File: src/pkg/rsq_pkg.sv
package rsq_pkg;

  // Register byte addresses
  localparam logic [7:0] ADDR_BROWNOUT_CONTROL = 8'h00;
  localparam logic [7:0] ADDR_POWER_CONTROL_FLAGS = 8'h04;
  localparam logic [7:0] ADDR_STATUS = 8'h08;
  localparam logic [7:0] ADDR_ISTAT = 8'h0c;
  localparam logic [7:0] ADDR_IMASK = 8'h10;

  // power_control_flags fields; the event status and mask share them
  localparam int PC_OVF = 7;
  localparam int PC_UNF = 6;
  localparam int EV_WAKE = 5;
  localparam int PC_WDT = 4;
  localparam int PC_PIN = 3;
  localparam int PC_INSTR = 2;
  localparam int PC_POR = 1;
  localparam int PC_BOR = 0;

  // core_status and brownout_control fields
  localparam int ST_TO = 4;
  localparam int ST_PD = 3;
  localparam int BC_SBOR = 7;
  localparam int BC_FAST = 6;
  localparam int BC_RDY = 0;

  // Flag values and masks
  localparam logic [7:0] POWER_CONTROL_FLAGS_WMASK = 8'hdf;
  localparam logic [7:0] POWER_CONTROL_FLAGS_POR_VAL = 8'h1d;
  localparam logic [7:0] POWER_CONTROL_FLAGS_BOR_KEEP = 8'h02;
  localparam logic [7:0] POWER_CONTROL_FLAGS_BOR_SET = 8'h1c;
  localparam logic SBOR_RST = 1'b1;
  localparam logic FAST_RST = 1'b0;
  localparam logic [7:0] IMASK_RST = 8'h00;

  // Program counter targets
  localparam logic [15:0] VEC_RESET = 16'h0000;
  localparam logic [15:0] VEC_IRQ = 16'h0004;

  // Timer lengths
  localparam int OST_COUNT = 1024;
  localparam int POWERUP_TIMER_COUNT = 2048;

  typedef enum logic [2:0] {
    S_HOLD = 3'b000,
    S_POWERUP_TIMER = 3'b001,
    S_OST = 3'b011,
    S_PINW = 3'b010,
    S_RUN = 3'b110
  } rsq_state_t;

  typedef struct packed {
    logic psel;
    logic penable;
    logic pwrite;
    logic [7:0] paddr;
    logic [31:0] pwdata;
  } rsq_apb_req_t;

  typedef struct packed {
    logic [31:0] prdata;
    logic pready;
    logic pslverr;
  } rsq_apb_rsp_t;

  typedef struct packed {
    logic por;
    logic bor;
    logic low_power_brownout;
    logic pin_n;
    logic wdt;
    logic irq_wake;
    logic instr;
    logic stk_over;
    logic stk_under;
    logic sleep;
    logic osc_tick;
  } rsq_src_t;

  typedef struct packed {
    logic pin_en;
    logic powerup_timer_en;
    logic ost_req;
    logic stk_err_en;
    logic global_irq_enable;
  } rsq_cfg_t;

  typedef struct packed {
    logic crst;
    logic pc_load;
    logic [15:0] vec;
    logic resume;
    logic push;
  } rsq_core_t;

endpackage

File: src/rsq_timer.sv
`timescale 1ns/1ps
module rsq_timer
  import rsq_pkg::*;
#(
  parameter int W = 12,
  parameter int LEN = 1024
) (
  // Clock, reset, enable
  input wire logic clk_i,
  input wire logic rstn_i,
  input wire logic en_i,
  // Control
  input wire logic start_i,
  input wire logic tick_i,
  output logic done_o
);

  if (LEN < 1 || LEN > (1 << W) - 1) begin : g_bad
    $error("rsq_timer: LEN does not fit W");
  end

  typedef struct packed {
    logic [W-1:0] cnt;
    logic run;
    logic done;
  } rsq_tmr_t;

  rsq_tmr_t r;
  rsq_tmr_t next_r;

  always_comb begin
    next_r = r;
    if (start_i) begin
      next_r.cnt = '0;
      next_r.run = 1'b1;
      next_r.done = 1'b0;
    end else if (r.run && tick_i) begin
      next_r.cnt = r.cnt + 1'b1;
      if (r.cnt == W'(LEN - 1)) begin
        next_r.run = 1'b0;
        next_r.done = 1'b1;
      end
    end
  end

  always_ff @(posedge clk_i) begin
    if (!rstn_i) begin
      r <= '0;
    end else if (en_i) begin
      r <= next_r;
    end
  end

  assign done_o = r.done;

endmodule

File: src/rsq_top.sv
// Implementation choices: the APB register port and the register addresses.
`timescale 1ns/1ps
// Operation
// - Hold execution until power-up timer, oscillator timer and reset pin allow.
// - Timers ignore the pin; pin release after expiry starts execution at once.
// - Every reset updates flags so firmware can tell its cause.
// - Power-on and brown-out load their own flag patterns; others touch only theirs.
// - Power-on: restart at 0000h, clear power-on flag, set timeout and powerdown.
// - Brown-out: clear brown-out and stack flags, set timeout and powerdown, restart.
// - Watchdog reset clears its flag and timeout bit, restarts at 0000h.
// - Pin reset clears the pin flag and restarts at 0000h.
// - Pin reset while running leaves timeout and powerdown unchanged.
// - Pin reset in sleep sets timeout and clears powerdown.
// - Reset instruction clears its flag, restarts, status bits unchanged.
// - Enabled stack overflow sets its flag and restarts at 0000h.
// - Enabled stack underflow sets its flag and restarts at 0000h.
// - Watchdog wake clears timeout and powerdown, continues at next instruction.
// - Interrupt wake sets timeout, clears powerdown, continues at next instruction.
// - Interrupt wake with interrupts enabled pushes return and vectors to 0004h.
// - Crystal modes count 1024 oscillations after power-up timer or wake.
// - Both brown-out detectors clear the brown-out flag.
module rsq_top
  import rsq_pkg::*;
#(
  parameter int POWERUP_TIMER_LEN = POWERUP_TIMER_COUNT,
  parameter int OST_LEN = OST_COUNT
) (
  // Clock, reset, enable
  input wire logic clk_i,
  input wire logic rstn_i,
  input wire logic en_i,
  // Reset sources and configuration
  input wire rsq_src_t src_i,
  input wire rsq_cfg_t cfg_i,
  input wire logic brownout_ready_i,
  // Register bus
  input wire rsq_apb_req_t apb_i,
  output rsq_apb_rsp_t apb_o,
  // Core control, brown-out control and interrupt
  output rsq_core_t core_o,
  output logic sw_brownout_enable_o,
  output logic brownout_fast_start_o,
  output logic irq_o
);

  if (POWERUP_TIMER_LEN < 1 || POWERUP_TIMER_LEN > 65535 || OST_LEN < 1 || OST_LEN > 65535) begin : g_bad
    $error("rsq_top: timer length out of range");
  end

  typedef struct packed {
    rsq_state_t fsm;
    logic [7:0] power_control_flags;
    logic to;
    logic pd;
    logic sbor;
    logic fast;
    logic [7:0] istat;
    logic [7:0] imask;
    logic wake_pend;
    logic gie_pend;
    rsq_core_t core;
    logic [31:0] prdata;
    logic slverr;
  } rsq_regs_t;

  rsq_regs_t r;
  rsq_regs_t next_r;
  logic pw_start;
  logic os_start;
  logic pw_done;
  logic os_done;

  function automatic logic is_mapped(input logic [7:0] a);
    return a == ADDR_BROWNOUT_CONTROL || a == ADDR_POWER_CONTROL_FLAGS || a == ADDR_STATUS ||
           a == ADDR_ISTAT || a == ADDR_IMASK;
  endfunction

  // Event decode
  logic hard;
  logic pin_hold;
  logic run;
  logic ev_pin;
  logic ev_wdt;
  logic ev_ri;
  logic ev_ovf;
  logic ev_unf;
  logic ev_wwake;
  logic ev_iwake;
  logic ev_rst;
  logic ap_setup;
  logic ap_wr;
  logic ap_rd;
  logic [7:0] ev_bits;

  assign hard = src_i.por | src_i.bor | src_i.low_power_brownout;
  assign pin_hold = cfg_i.pin_en & ~src_i.pin_n;
  assign run = r.fsm == S_RUN;
  assign ev_pin = run & pin_hold;
  assign ev_wdt = run & ~pin_hold & ~src_i.sleep & src_i.wdt;
  assign ev_ri = run & ~pin_hold & ~src_i.sleep & src_i.instr;
  assign ev_ovf = run & ~pin_hold & cfg_i.stk_err_en & src_i.stk_over;
  assign ev_unf = run & ~pin_hold & cfg_i.stk_err_en & src_i.stk_under;
  assign ev_wwake = run & ~pin_hold & src_i.sleep & src_i.wdt;
  assign ev_iwake = run & ~pin_hold & src_i.sleep & ~src_i.wdt & src_i.irq_wake;
  assign ev_rst = ev_wdt | ev_ri | ev_ovf | ev_unf;
  assign ap_setup = apb_i.psel & ~apb_i.penable;
  assign ap_wr = apb_i.psel & apb_i.penable & apb_i.pwrite;
  assign ap_rd = apb_i.psel & apb_i.penable & ~apb_i.pwrite;
  assign ev_bits = {ev_ovf, ev_unf, ev_wwake | ev_iwake, ev_wdt, ev_pin, ev_ri,
                    src_i.por, src_i.bor | src_i.low_power_brownout};

  always_comb begin
    next_r = r;
    pw_start = 1'b0;
    os_start = 1'b0;
    next_r.core.pc_load = 1'b0;
    next_r.core.resume = 1'b0;
    next_r.core.push = 1'b0;

    // Read data registered in the setup phase, so the access phase needs no wait
    if (ap_setup) begin
      next_r.slverr = ~is_mapped(apb_i.paddr);
      case (apb_i.paddr)
        ADDR_BROWNOUT_CONTROL: next_r.prdata = {24'h0, r.sbor, r.fast, 5'h00, brownout_ready_i};
        ADDR_POWER_CONTROL_FLAGS: next_r.prdata = {24'h0, r.power_control_flags};
        ADDR_STATUS: next_r.prdata = {27'h0, r.to, r.pd, 3'h0};
        ADDR_ISTAT: next_r.prdata = {24'h0, r.istat};
        ADDR_IMASK: next_r.prdata = {24'h0, r.imask};
        default: next_r.prdata = 32'h0;
      endcase
    end
    if (ap_wr) begin
      case (apb_i.paddr)
        ADDR_BROWNOUT_CONTROL: begin
          next_r.sbor = apb_i.pwdata[BC_SBOR];
          next_r.fast = apb_i.pwdata[BC_FAST];
        end
        ADDR_POWER_CONTROL_FLAGS: next_r.power_control_flags = apb_i.pwdata[7:0] & POWER_CONTROL_FLAGS_WMASK;
        ADDR_IMASK: next_r.imask = apb_i.pwdata[7:0];
        default: ;
      endcase
    end
    if (ap_rd && apb_i.paddr == ADDR_ISTAT) begin
      next_r.istat = 8'h00;
    end
    // Set wins over the read clear
    next_r.istat = next_r.istat | ev_bits;

    // Flag updates come after the bus write so hardware wins
    if (ev_pin) begin
      next_r.power_control_flags[PC_PIN] = 1'b0;
      // Outside sleep the status bits are left alone
      if (src_i.sleep) begin
        next_r.to = 1'b1;
        next_r.pd = 1'b0;
      end
    end
    if (ev_wdt) begin
      next_r.power_control_flags[PC_WDT] = 1'b0;
      next_r.to = 1'b0;
    end
    if (ev_ri) begin
      next_r.power_control_flags[PC_INSTR] = 1'b0;
    end
    if (ev_ovf) begin
      next_r.power_control_flags[PC_OVF] = 1'b1;
    end
    if (ev_unf) begin
      next_r.power_control_flags[PC_UNF] = 1'b1;
    end
    if (ev_wwake) begin
      next_r.to = 1'b0;
      next_r.pd = 1'b0;
    end
    if (ev_iwake) begin
      next_r.to = 1'b1;
      next_r.pd = 1'b0;
    end

    case (r.fsm)
      S_HOLD: begin
        next_r.fsm = S_POWERUP_TIMER;
        pw_start = cfg_i.powerup_timer_en;
      end
      S_POWERUP_TIMER: begin
        if (!cfg_i.powerup_timer_en || pw_done) begin
          next_r.fsm = S_OST;
          os_start = cfg_i.ost_req;
        end
      end
      S_OST: begin
        // Pin level is not looked at until both timers are through
        if (!cfg_i.ost_req || os_done) begin
          if (r.wake_pend) begin
            next_r.fsm = S_RUN;
            next_r.wake_pend = 1'b0;
            next_r.core.resume = 1'b1;
            next_r.core.push = r.gie_pend;
            next_r.core.pc_load = r.gie_pend;
            next_r.core.vec = VEC_IRQ;
          end else if (pin_hold) begin
            next_r.fsm = S_PINW;
          end else begin
            next_r.fsm = S_RUN;
            next_r.core.pc_load = 1'b1;
            next_r.core.vec = VEC_RESET;
          end
        end
      end
      S_PINW: begin
        if (!pin_hold) begin
          next_r.fsm = S_RUN;
          next_r.core.pc_load = 1'b1;
          next_r.core.vec = VEC_RESET;
        end
      end
      S_RUN: begin
        if (ev_pin) begin
          next_r.fsm = S_PINW;
        end else if (ev_rst) begin
          next_r.core.pc_load = 1'b1;
          next_r.core.vec = VEC_RESET;
        end else if (ev_wwake || ev_iwake) begin
          if (cfg_i.ost_req) begin
            // Crystal restarts on wake, so hold the core through the timer
            next_r.fsm = S_OST;
            os_start = 1'b1;
            next_r.wake_pend = 1'b1;
            next_r.gie_pend = ev_iwake & cfg_i.global_irq_enable;
          end else begin
            next_r.core.resume = 1'b1;
            next_r.core.push = ev_iwake & cfg_i.global_irq_enable;
            next_r.core.pc_load = ev_iwake & cfg_i.global_irq_enable;
            next_r.core.vec = VEC_IRQ;
          end
        end
      end
      default: next_r.fsm = S_HOLD;
    endcase

    if (hard) begin
      next_r.fsm = S_HOLD;
      pw_start = 1'b0;
      os_start = 1'b0;
      next_r.wake_pend = 1'b0;
      next_r.core.pc_load = 1'b0;
      next_r.core.resume = 1'b0;
      next_r.core.push = 1'b0;
      next_r.core.vec = VEC_RESET;
      next_r.to = 1'b1;
      next_r.pd = 1'b1;
      next_r.sbor = SBOR_RST;
      next_r.fast = FAST_RST;
      if (src_i.por) begin
        next_r.power_control_flags = POWER_CONTROL_FLAGS_POR_VAL;
      end else begin
        next_r.power_control_flags = (r.power_control_flags & POWER_CONTROL_FLAGS_BOR_KEEP) | POWER_CONTROL_FLAGS_BOR_SET;
      end
    end
    // Core held in any state but run, and pulsed for in-run resets
    next_r.core.crst = (next_r.fsm != S_RUN) | (run & ~hard & ev_rst);
  end

  always_ff @(posedge clk_i) begin
    if (!rstn_i) begin
      r <= '0;
      r.fsm <= S_HOLD;
      r.power_control_flags <= POWER_CONTROL_FLAGS_POR_VAL;
      r.to <= 1'b1;
      r.pd <= 1'b1;
      r.sbor <= SBOR_RST;
      r.fast <= FAST_RST;
      r.imask <= IMASK_RST;
      r.core.crst <= 1'b1;
      r.core.vec <= VEC_RESET;
    end else if (en_i) begin
      r <= next_r;
    end
  end

  rsq_timer #(.W(16), .LEN(POWERUP_TIMER_LEN)) u_powerup_timer (
    .clk_i(clk_i),
    .rstn_i(rstn_i),
    .en_i(en_i),
    .start_i(pw_start),
    .tick_i(1'b1),
    .done_o(pw_done)
  );

  // Counts oscillator edges, not system clocks
  rsq_timer #(.W(16), .LEN(OST_LEN)) u_ost (
    .clk_i(clk_i),
    .rstn_i(rstn_i),
    .en_i(en_i),
    .start_i(os_start),
    .tick_i(src_i.osc_tick),
    .done_o(os_done)
  );

  assign apb_o.prdata = r.prdata;
  assign apb_o.pready = 1'b1;
  assign apb_o.pslverr = r.slverr;
  assign core_o = r.core;
  assign sw_brownout_enable_o = r.sbor;
  assign brownout_fast_start_o = r.fast;
  assign irq_o = |(r.istat & r.imask);
endmodule

File: config.mk
export PLATFORM = sky130hd
export DESIGN_NAME = rsq_top
export DESIGN_NICKNAME = d
export VERILOG_FILES = /design/src/pkg/rsq_pkg.sv /design/src/rsq_timer.sv /design/src/rsq_top.sv
export SDC_FILE = /design/constraint.sdc
export NUM_CORES = 1
export LEC_CHECK = 0
export ABC_CLOCK_PERIOD_IN_PS = 6790
export BUFFER_PORTS_ARGS = -buffer_cell sky130_fd_sc_hd__clkbuf_2
export CORE_MARGIN = 2
export CORE_UTILIZATION = 55
export CTS_BUF_LIST = sky130_fd_sc_hd__clkbuf_4
export DETAILED_ROUTE_END_ITERATION = 10
export GPL_TIMING_DRIVEN = 0
export PLACE_DENSITY = 0.81
export SLEW_MARGIN = 20
export SYNTH_ARGS = -nofsm -noshare
export SYNTH_HDL_FRONTEND = slang
export SYNTH_HIERARCHICAL = 1
export SYNTH_SLANG_ARGS = --single-unit
File: constraint.sdc
create_clock -name clk_i -period 6.79 [get_ports clk_i]
set_clock_uncertainty 0.2 [all_clocks]
set_input_delay 1.0185 -clock clk_i [delete_from_list [all_inputs] [get_ports clk_i]]
set_output_delay 1.0185 -clock clk_i [all_outputs]
set_load 0.05 [all_outputs]
After elaboration in Yosys (flattened, before gate mapping) --
Cells that the tools add are included.
Word-level totals: flip-flop bits (word level) 122, bits in latches 0, bits in writable memories 0, memory bits (read-only) 0, bits of input ports 63, output and inout port bits 57, word-level logic and storage cells 208, memories kept 0
Operators by class: add/subtract/negate cells 2, $mul 0, divide/modulo/power cells 0, $lt $le $gt $ge 0, equality and inequality tests 19, shifts and indexed selects 0, multiplexer cells 62, bitwise logic cells 40, reductions and logical operators 56
Operators by type and width (number):
- $mux W19 | 5
- $mux W18 | 4
- $mux W17 | 3
- $pmux W17 S3 | 1
- $pmux W8 S5 | 1
- $reduce_and A3 Y1 | 12
- $reduce_bool A3 Y1 | 11
- $add A16 B1 Y16 const B | 2
- $mux W2 | 15
- $mux W3 | 9
- $mux W8 | 3
- $and A1 B1 Y1 | 20
- $eq A16 B10 Y1 const B | 1
- $eq A16 B11 Y1 const B | 1
- $eq A8 B4 Y1 const B | 2
- $mux W1 | 16
- $mux W15 | 1
- $ne A3 B3 Y1 const B | 5
- $pmux W3 S5 | 1
- $reduce_bool A2 Y1 | 7
- $reduce_and A6 Y1 | 2
- $reduce_bool A4 Y1 | 3
- $not A1 Y1 | 10
- $reduce_bool A5 Y1 | 2
- other kinds (23) | 42

Depth between registers and ports, before layout --
Gate-level depths: netlist of the first run.
depth in word-level cells 15, mapped depth 10, mapped depth without buffers 9

Hierarchy --
Netlist of the first run, hierarchy kept.
Modules (own cells, without submodules):
- rsq_top | times used 1, cells an instance 404, area each 3474.6 µm², seq. area each 1221.2 µm²
- rsq_timer at u_ost | times used 1, cells an instance 99, area each 857.1 µm², seq. area each 360.3 µm²
- rsq_timer at u_powerup_timer | times used 1, cells an instance 95, area each 809.5 µm², seq. area each 360.3 µm²

Worst setup path after synthesis of the first run --
OpenSTA, ideal clock, no wires.
kind input port to flip-flop, from input src_i[3] (netlist bit), to register u_ost/r[15] (netlist bit), setup time 70 ps, arrival time 3221 ps, data required time 6520 ps, path slack 3299 ps, stages 9, path buffers 0, cells stage by stage o21ai_0 -> nand4_1 -> nor2_1 -> a31oi_1 -> nor2_1 -> a21oi_2 -> or4b_4 -> or4_1 -> a21oi_1
Between the ends: cells in the longest elaborated chain, start to end 9, elaborated cells on any way between the ends 10, classes of those cells mux: 5; bitwise: 3; reduce/logical: 2
Ends and longest elaborated chain:
- start: declaration | line rsq_top.sv:33 | input wire rsq_src_t src_i,
- $and A1 B1 Y1 (*) | line rsq_top.sv:101 | assign ev_ovf = run & ~pin_hold & cfg_i.stk_err_en & src_i.stk_over;
- $or A1 B1 Y1 (*) (2 in series) | line rsq_top.sv:105 | assign ev_rst = ev_wdt | ev_ri | ev_ovf | ev_unf;
- $mux W1 (*) | line rsq_top.sv:220 | end else if (ev_rst) begin
- $mux W1 (*) | line rsq_top.sv:218 | if (ev_pin) begin
- $pmux W1 S2 (*) | line rsq_top.sv:180 | case (r.fsm)
- $mux W1 (*) | line rsq_top.sv:241 | if (hard) begin
- net os_start | line rsq_top.sv:69 | logic os_start;
- $reduce_bool A2 Y1 (no source line)
- $reduce_and A2 Y1 (no source line)
- end signal: assignment | line rsq_timer.sv:50 | r <= next_r;
- end: declaration | line rsq_timer.sv:28 | rsq_tmr_t r;
The timed path passes the listed nets; every way through them passes the cells marked *. A chain may end at the register's enable or synchronous reset.

Final worst setup path of the first run --
from input src_i[3] (netlist bit), to register u_ost/r[17] (netlist bit)
The elaborated chain is that of the path after synthesis.

==> metrics.txt, run 1 <==
initial DRC count=317; pwr dens=175 nW/um^2; IO Count=120; Hold Path Class=reg -> reg; clock network fraction of design power=32.4%; vias in the first global route=4358; Longest Clk Path Bufs=2; CTS Hold Bufs=0; Slew headroom=36.3%; synthesized instance count=598; Clock Sinks=97; largest net degree at the start of global routing=15; top_reg_cell synth=dfxtp_1; GRT Total Usage=24.2%; placed cell count=802; HPWL after detailed placement=9150 um; max cap viols=0; Async S/R FF share, synth=0%; sequential power share=55.8%; crit path DAT=3910 ps; LEAKAGE=0.00249 uW; via count=4649; Setup crit start=src_i[3]; CTS root buf=clkbuf_4; FP Rows=35; RSZ-0062 raised after global routing=no; Critical Path Source Type=input pin; number of synthesized register bits=97; worst slew pin tran=947 ps; CTS clk-pin slew, worst paths=150 ps; Crit path required time=6930 ps; Synth warnings=6; number of diodes=0; Finished Layout Cells=816; later-pin clock latency in the skew report=420 ps; Total Neg Setup Slack=0 ps; Worst path slowest cell=nor4_1; routability cong.=0.933; CTS tree=built; Mapped Area=5140 um^2; gr ovfl total=0; Worst VDD drop=0.100 mV; Die H=101 um; PostCTS Resize Cnt=0; Setup violations, final=0; Mapped Avg Cell Area=8.60 um^2; Vias/cell=5.70; first-pass GRT wire length=20000 um; Hold Path Origin=core_o[19]$_SDFFE_PN1P_; drt wl/cell=14.8 um; Reg area=1940 um^2; CP cell instances=clkbuf_2, o21ai_0, nand4_1, nor2_1, a31oi_1, nor2_1, a21oi_2, nor4_1, a31oi_1, a41o_1; critical path class=in -> reg; Detailed Routing Iterations Pass 1=5; commonest cells after routing, fill and taps aside=dfxtp_1, clkbuf_2, nand2_1; CP max stage delay=850 ps; initial antenna violation count=0; post-CTS setup buffer count=0; PortBufs=68; Sw Pwr=263 uW; fillcell total=825; drt total wl=12100 um; P&R area growth vs syn=14.1%; final hold vios=0; fin crit period=3780 ps; Post-synth EDFFs=0; Power Internal=765 uW; layout cells sized above 1=23.5%; Die Footprint=10100 um^2; area occupied by multi-input gates=2730 um^2; ANT nets after route=0; f_max=265 MHz; Crit path max-delay family=simple AND/OR/NAND/NOR gates; most common cell after layout, fill and taps aside=dfxtp_1; DRC viols=0; outcome=finished clean; Starting Density=56.2%; max-slew violations=0; CTS H-tree lvls=3; Comb power frac=11.8%; worst path buffer plus inverter count=1; Worst R2R Start=r[83]$_SDFFE_PN0P_; sequential area share after synthesis=37.8%; final period utilization=55.6%; Final #Nets=767; Die Wd=101 um; Crit Path Max Fanout=9; CTS Buf Count=9; total power draw=1030 uW; post-synthesis cell type count=77; Worst setup EP type=register; sw frac=25.6%; Core ar.=9150 um^2
## registers in the layout (all words and copies together), names as in the netlist
register,flops
r,30
core_o,20
u_ost/r,17
u_powerup_timer/r,17
apb_o,9
brownout_fast_start_o,1
sw_brownout_enable_o,1
u_ost/done_o,1
u_powerup_timer/done_o,1
## metrics by stage
step / worst slack [ps] / instance area, um^2 / utilization (%) / hold WS [ps]
5_1_grt: 2730 / 5860 / 64.1 / 297
3_5_place_dp: 2600 / 5710 / 62.4 / 246
2_1_floorplan: 3300 / 5240 / - / 224
6_report: 3010 / 5860 / 64.1 / 267
3_3_place_gp: 2720 / 5710 / 62.4 / 243
4_1_cts: 3100 / 5860 / 64.1 / 270
## Yosys cell counts (all sizes together) (3+ instances only)
cell type  number  area [um^2]
or4             7         56.3
o21ai          30          150
a21boi         11         82.6
and3            7         43.8
inv             7         26.3
nand4          13          109
a31oi           6         37.5
mux2i          13          130
or4b            3         33.8
nand2b          8         50.1
and2           22          139
dfxtp          97         1940
nor4            6         52.6
clkbuf         20         87.6
mux2            3         33.8
buf            60          449
o22ai           5         31.3
a32oi           3         26.3
xnor2          10         87.6
nand4b          3         32.5
nor3           12         71.3
nor2           40          150
a22o            8         70.1
o31ai           4         30.0
or3             8         51.3
o21a            4         31.3
nor4b           3         26.3
a21oi          22          114
nand2          57          214
a31o            4         35.0
a22oi           9         67.6
o211ai          7         57.6
nor2b          22          138
xor2            6         52.6
nand3b          4         30.0
nand3          21          105
nor3b           3         27.5
## worst register-to-register path: stages (launching register included)
cell      delay, ps
dfxtp_1         490
clkbuf_1        370
a21boi_0        480
a31oi_1         160
nor2_1          320
a21oi_2         150
nor4_1          850
a31oi_1         180
a41o_1          240
## power by group through the flow
stage	registers [uW]	clock network [uW]	logic [uW]
after floorplan	586	0	86.5
after global placement	587	0	117
after detailed placement	587	0	119
after CTS	574	340	119
after global routing	575	360	129
final	574	333	121
## layer usage
| metal | GRT usage (%) | share of wire [%] | up-vias |
|---|---|---|---|
| met4 | 10.5 | 2.2 | 0 |
| met3 | 4.65 | 7.7 | 36 |
| li1 | - | - | 2269 |
| met2 | 41.1 | 49 | 195 |
| met5 | 0 | 0 | - |
| met1 | 29.9 | 42 | 2149 |
## worst paths after layout
check                                   to  slack [ps]  cells after the start
hold reg to reg    core_o[19]$_SDFFE_PN1P_         270                      2
setup / recovery  u_ost/r[17]$_SDFFE_PN0P_        3010                     10
setup reg to reg  u_ost/r[17]$_SDFFE_PN0P_        3290                      8
hold / removal     core_o[19]$_SDFFE_PN1P_         270                      2
## kinds of logic after synthesis
family / count (synthesis) / synth area share (%)
mux: 16 / 3.19
flops: 97 / 37.8
xor+xnor: 16 / 2.73
simple gates: 245 / 26.9
compound gates: 133 / 17.8
other cells: 2 / 0.146
fa+ha+maj: 2 / 0.487
buf+inv: 87 / 11.0
## cell type report
type                       count  share of cell area, %
sequential                    97                   33.1
clock inverter                 3                   1.15
timing repair buffer          68                   5.80
clock buffer                  11                   1.41
tap                          111                   2.37
multi-input combinational    439                   46.6
buffer                        80                   9.15
inverter                       7                  0.448
No activity file was read; power rests on OpenSTA's default activity.
==> run 2, diff against run 1 <==
--- a/config.mk
+++ b/config.mk
@@ -5,7 +5,7 @@
 export SDC_FILE = /design/constraint.sdc
 export NUM_CORES = 1
 export LEC_CHECK = 0
-export ABC_CLOCK_PERIOD_IN_PS = 6790
+export ABC_CLOCK_PERIOD_IN_PS = 3700
 export BUFFER_PORTS_ARGS = -buffer_cell sky130_fd_sc_hd__clkbuf_2
 export CORE_MARGIN = 2
 export CORE_UTILIZATION = 55
==> constraint.sdc (replaced) <==
create_clock -name clk_i -period 3.7 [get_ports clk_i]
set_clock_uncertainty 0.2 [all_clocks]
set_input_delay 0.555 -clock clk_i [delete_from_list [all_inputs] [get_ports clk_i]]
set_output_delay 0.555 -clock clk_i [all_outputs]
set_load 0.05 [all_outputs]
==> metrics.txt, run 2 (synthesis results as in run 1) <==
outcome=finished clean; commonest cells after routing, fill and taps aside=dfxtp_1, clkbuf_2, nand2_1; DRC viols=0 (unchanged); drt wl/cell=15.0 um (+0.97%); Die Wd=101 um (unchanged); CTS H-tree lvls=3 (unchanged); critical path class=reg -> reg; Comb power frac=11.8% (about the same); final hold vios=0 (unchanged); initial antenna violation count=0 (unchanged); IO Count=120 (unchanged); drt total wl=12200 um (+0.97%); crit path DAT=3540 ps (-370 ps); CTS tree=built; Setup crit start=r[83]$_SDFFE_PN0P_; Final #Nets=767 (unchanged); largest net degree at the start of global routing=15 (unchanged); Detailed Routing Iterations Pass 1=7 (+2); Clock Sinks=97 (unchanged); later-pin clock latency in the skew report=430 ps (about the same); Crit Path Max Fanout=10 (+1); Power Internal=1400 uW (+83%); P&R area growth vs syn=14.2%; CTS Hold Bufs=0 (unchanged); Place WS=-28.2 ps (-2630 ps); Post-DP Area=5710 um^2 (unchanged); Hold Path Class=in -> reg; clock network fraction of design power=32.3% (about the same); Final WS setup=333 ps (-2680 ps); Worst setup EP type=register; Die Footprint=10100 um^2 (unchanged); RSZ-0062 raised after global routing=no; vias in the first global route=4358 (unchanged); sw frac=25.6% (about the same); Worst VDD drop=0.184 mV (+84%); Critical Path Source Type=register; Starting Density=56.2% (unchanged); layout cells sized above 1=23.7% (+0.14 points); Slew headroom=36.5% (+0.19 points); most common cell after layout, fill and taps aside=dfxtp_1; Biggest register=r; CTS root buf=clkbuf_4; total power draw=1890 uW (+84%); routability cong.=0.933 (unchanged); max-slew violations=0 (unchanged); Largest register FFs=30 (unchanged); post-CTS setup buffer count=0 (unchanged); HPWL after detailed placement=9150 um (unchanged); worst slew pin tran=946 ps (-1.35 ps); Sw Pwr=484 uW (+84%); first-pass GRT wire length=20000 um (unchanged); ANT nets after route=0 (unchanged); Longest Clk Path Bufs=2 (unchanged); Setup violations, final=0 (unchanged); Vias/cell=5.72 (+0.37%); GRT Total Usage=24.2% (unchanged); gr ovfl total=0 (unchanged); PortBufs=68 (unchanged); f_max=297 MHz; initial DRC count=318 (+0.32%); post-route cell area=5870 um^2 (+0.11%); LEAKAGE=0.00249 uW (about the same); sequential power share=55.8% (about the same); max cap viols=0 (unchanged); Core ar.=9150 um^2 (unchanged); CTS Buf Count=9 (unchanged); final period utilization=91.0%; FP Rows=35 (unchanged); Crit path required time=3870 ps (-3060 ps); fin crit period=3370 ps; pwr dens=321 nW/um^2 (+83%); via count=4666 (+0.37%); Worst R2R Start=r[83]$_SDFFE_PN0P_; CTS clk-pin slew, worst paths=140 ps (about the same); number of diodes=0 (unchanged); Die H=101 um (unchanged); Hold Path Origin=apb_i[5]
-- run 2: final cells by class --
| class | instances | area, um^2 |
|---|---|---|
| Fill cell | 823 | 3280 |
| Multi-Input combinational cell | 439 | 2740 |
| Sequential cell | 97 | 1940 |
| Buffer | 80 | 537 |
| Timing Repair Buffer | 68 | 340 |
| Tap cell | 111 | 139 |
| Clock buffer | 11 | 82.6 |
| Clock inverter | 3 | 67.6 |
| Inverter | 7 | 26.3 |
-- run 2: final timing paths --
| kind | end | slack [ps] | cells after the start |
|---|---|---|---|
| max | u_ost/r[15]$_SDFFE_PN0P_ | 330 | 8 |
| max reg2reg | u_ost/r[15]$_SDFFE_PN0P_ | 330 | 8 |
| min reg2reg | core_o[19]$_SDFFE_PN1P_ | 270 | 2 |
| min | r[60]$_SDFFE_PN0P_ | 180 | 3 |
-- run 2: power by group through the flow --
stage	clock (uW)	combinational, uW	sequential [uW]
after floorplan	0	159	1070
after global placement	0	215	1080
after detailed placement	0	218	1080
after CTS	625	219	1050
after global routing	661	237	1060
final	610	223	1050
-- run 2: routing by layer --
metal	track usage, %	routed length (um)
met2	41.1	5960
met4	10.5	275
met5	0	0
met1	29.9	5090
met3	4.65	903
-- run 2: worst max-delay path, cell delays in order, from the launching register on --
cell and delay (ps):
dfxtp_1 480, clkbuf_1 360, a21boi_0 460, a31oi_1 150, nor2_1 320, a21oi_2 150, or4b_4 580, or4_1 470
a21oi_1 140
-- run 2: repair_timing --
action | CTS | global route
hold endpoints to repair | 0 | 0
endpoints found under the setup margin | 0 | 3
gates resized for setup | 0 | 1
-- run 2: per-stage QoR --
step | hold WS [ps] | cells | util [%] | TNS [ps]
after floorplan | 224 | 623 | - | 0
after global placement | 243 | 802 | 62.4 | 0
after detailed placement | 246 | 802 | 62.4 | -34.6
after CTS | 168 | 816 | 64.1 | 0
after global routing | 183 | 816 | 64.1 | 0
final | 182 | 816 | 64.1 | 0
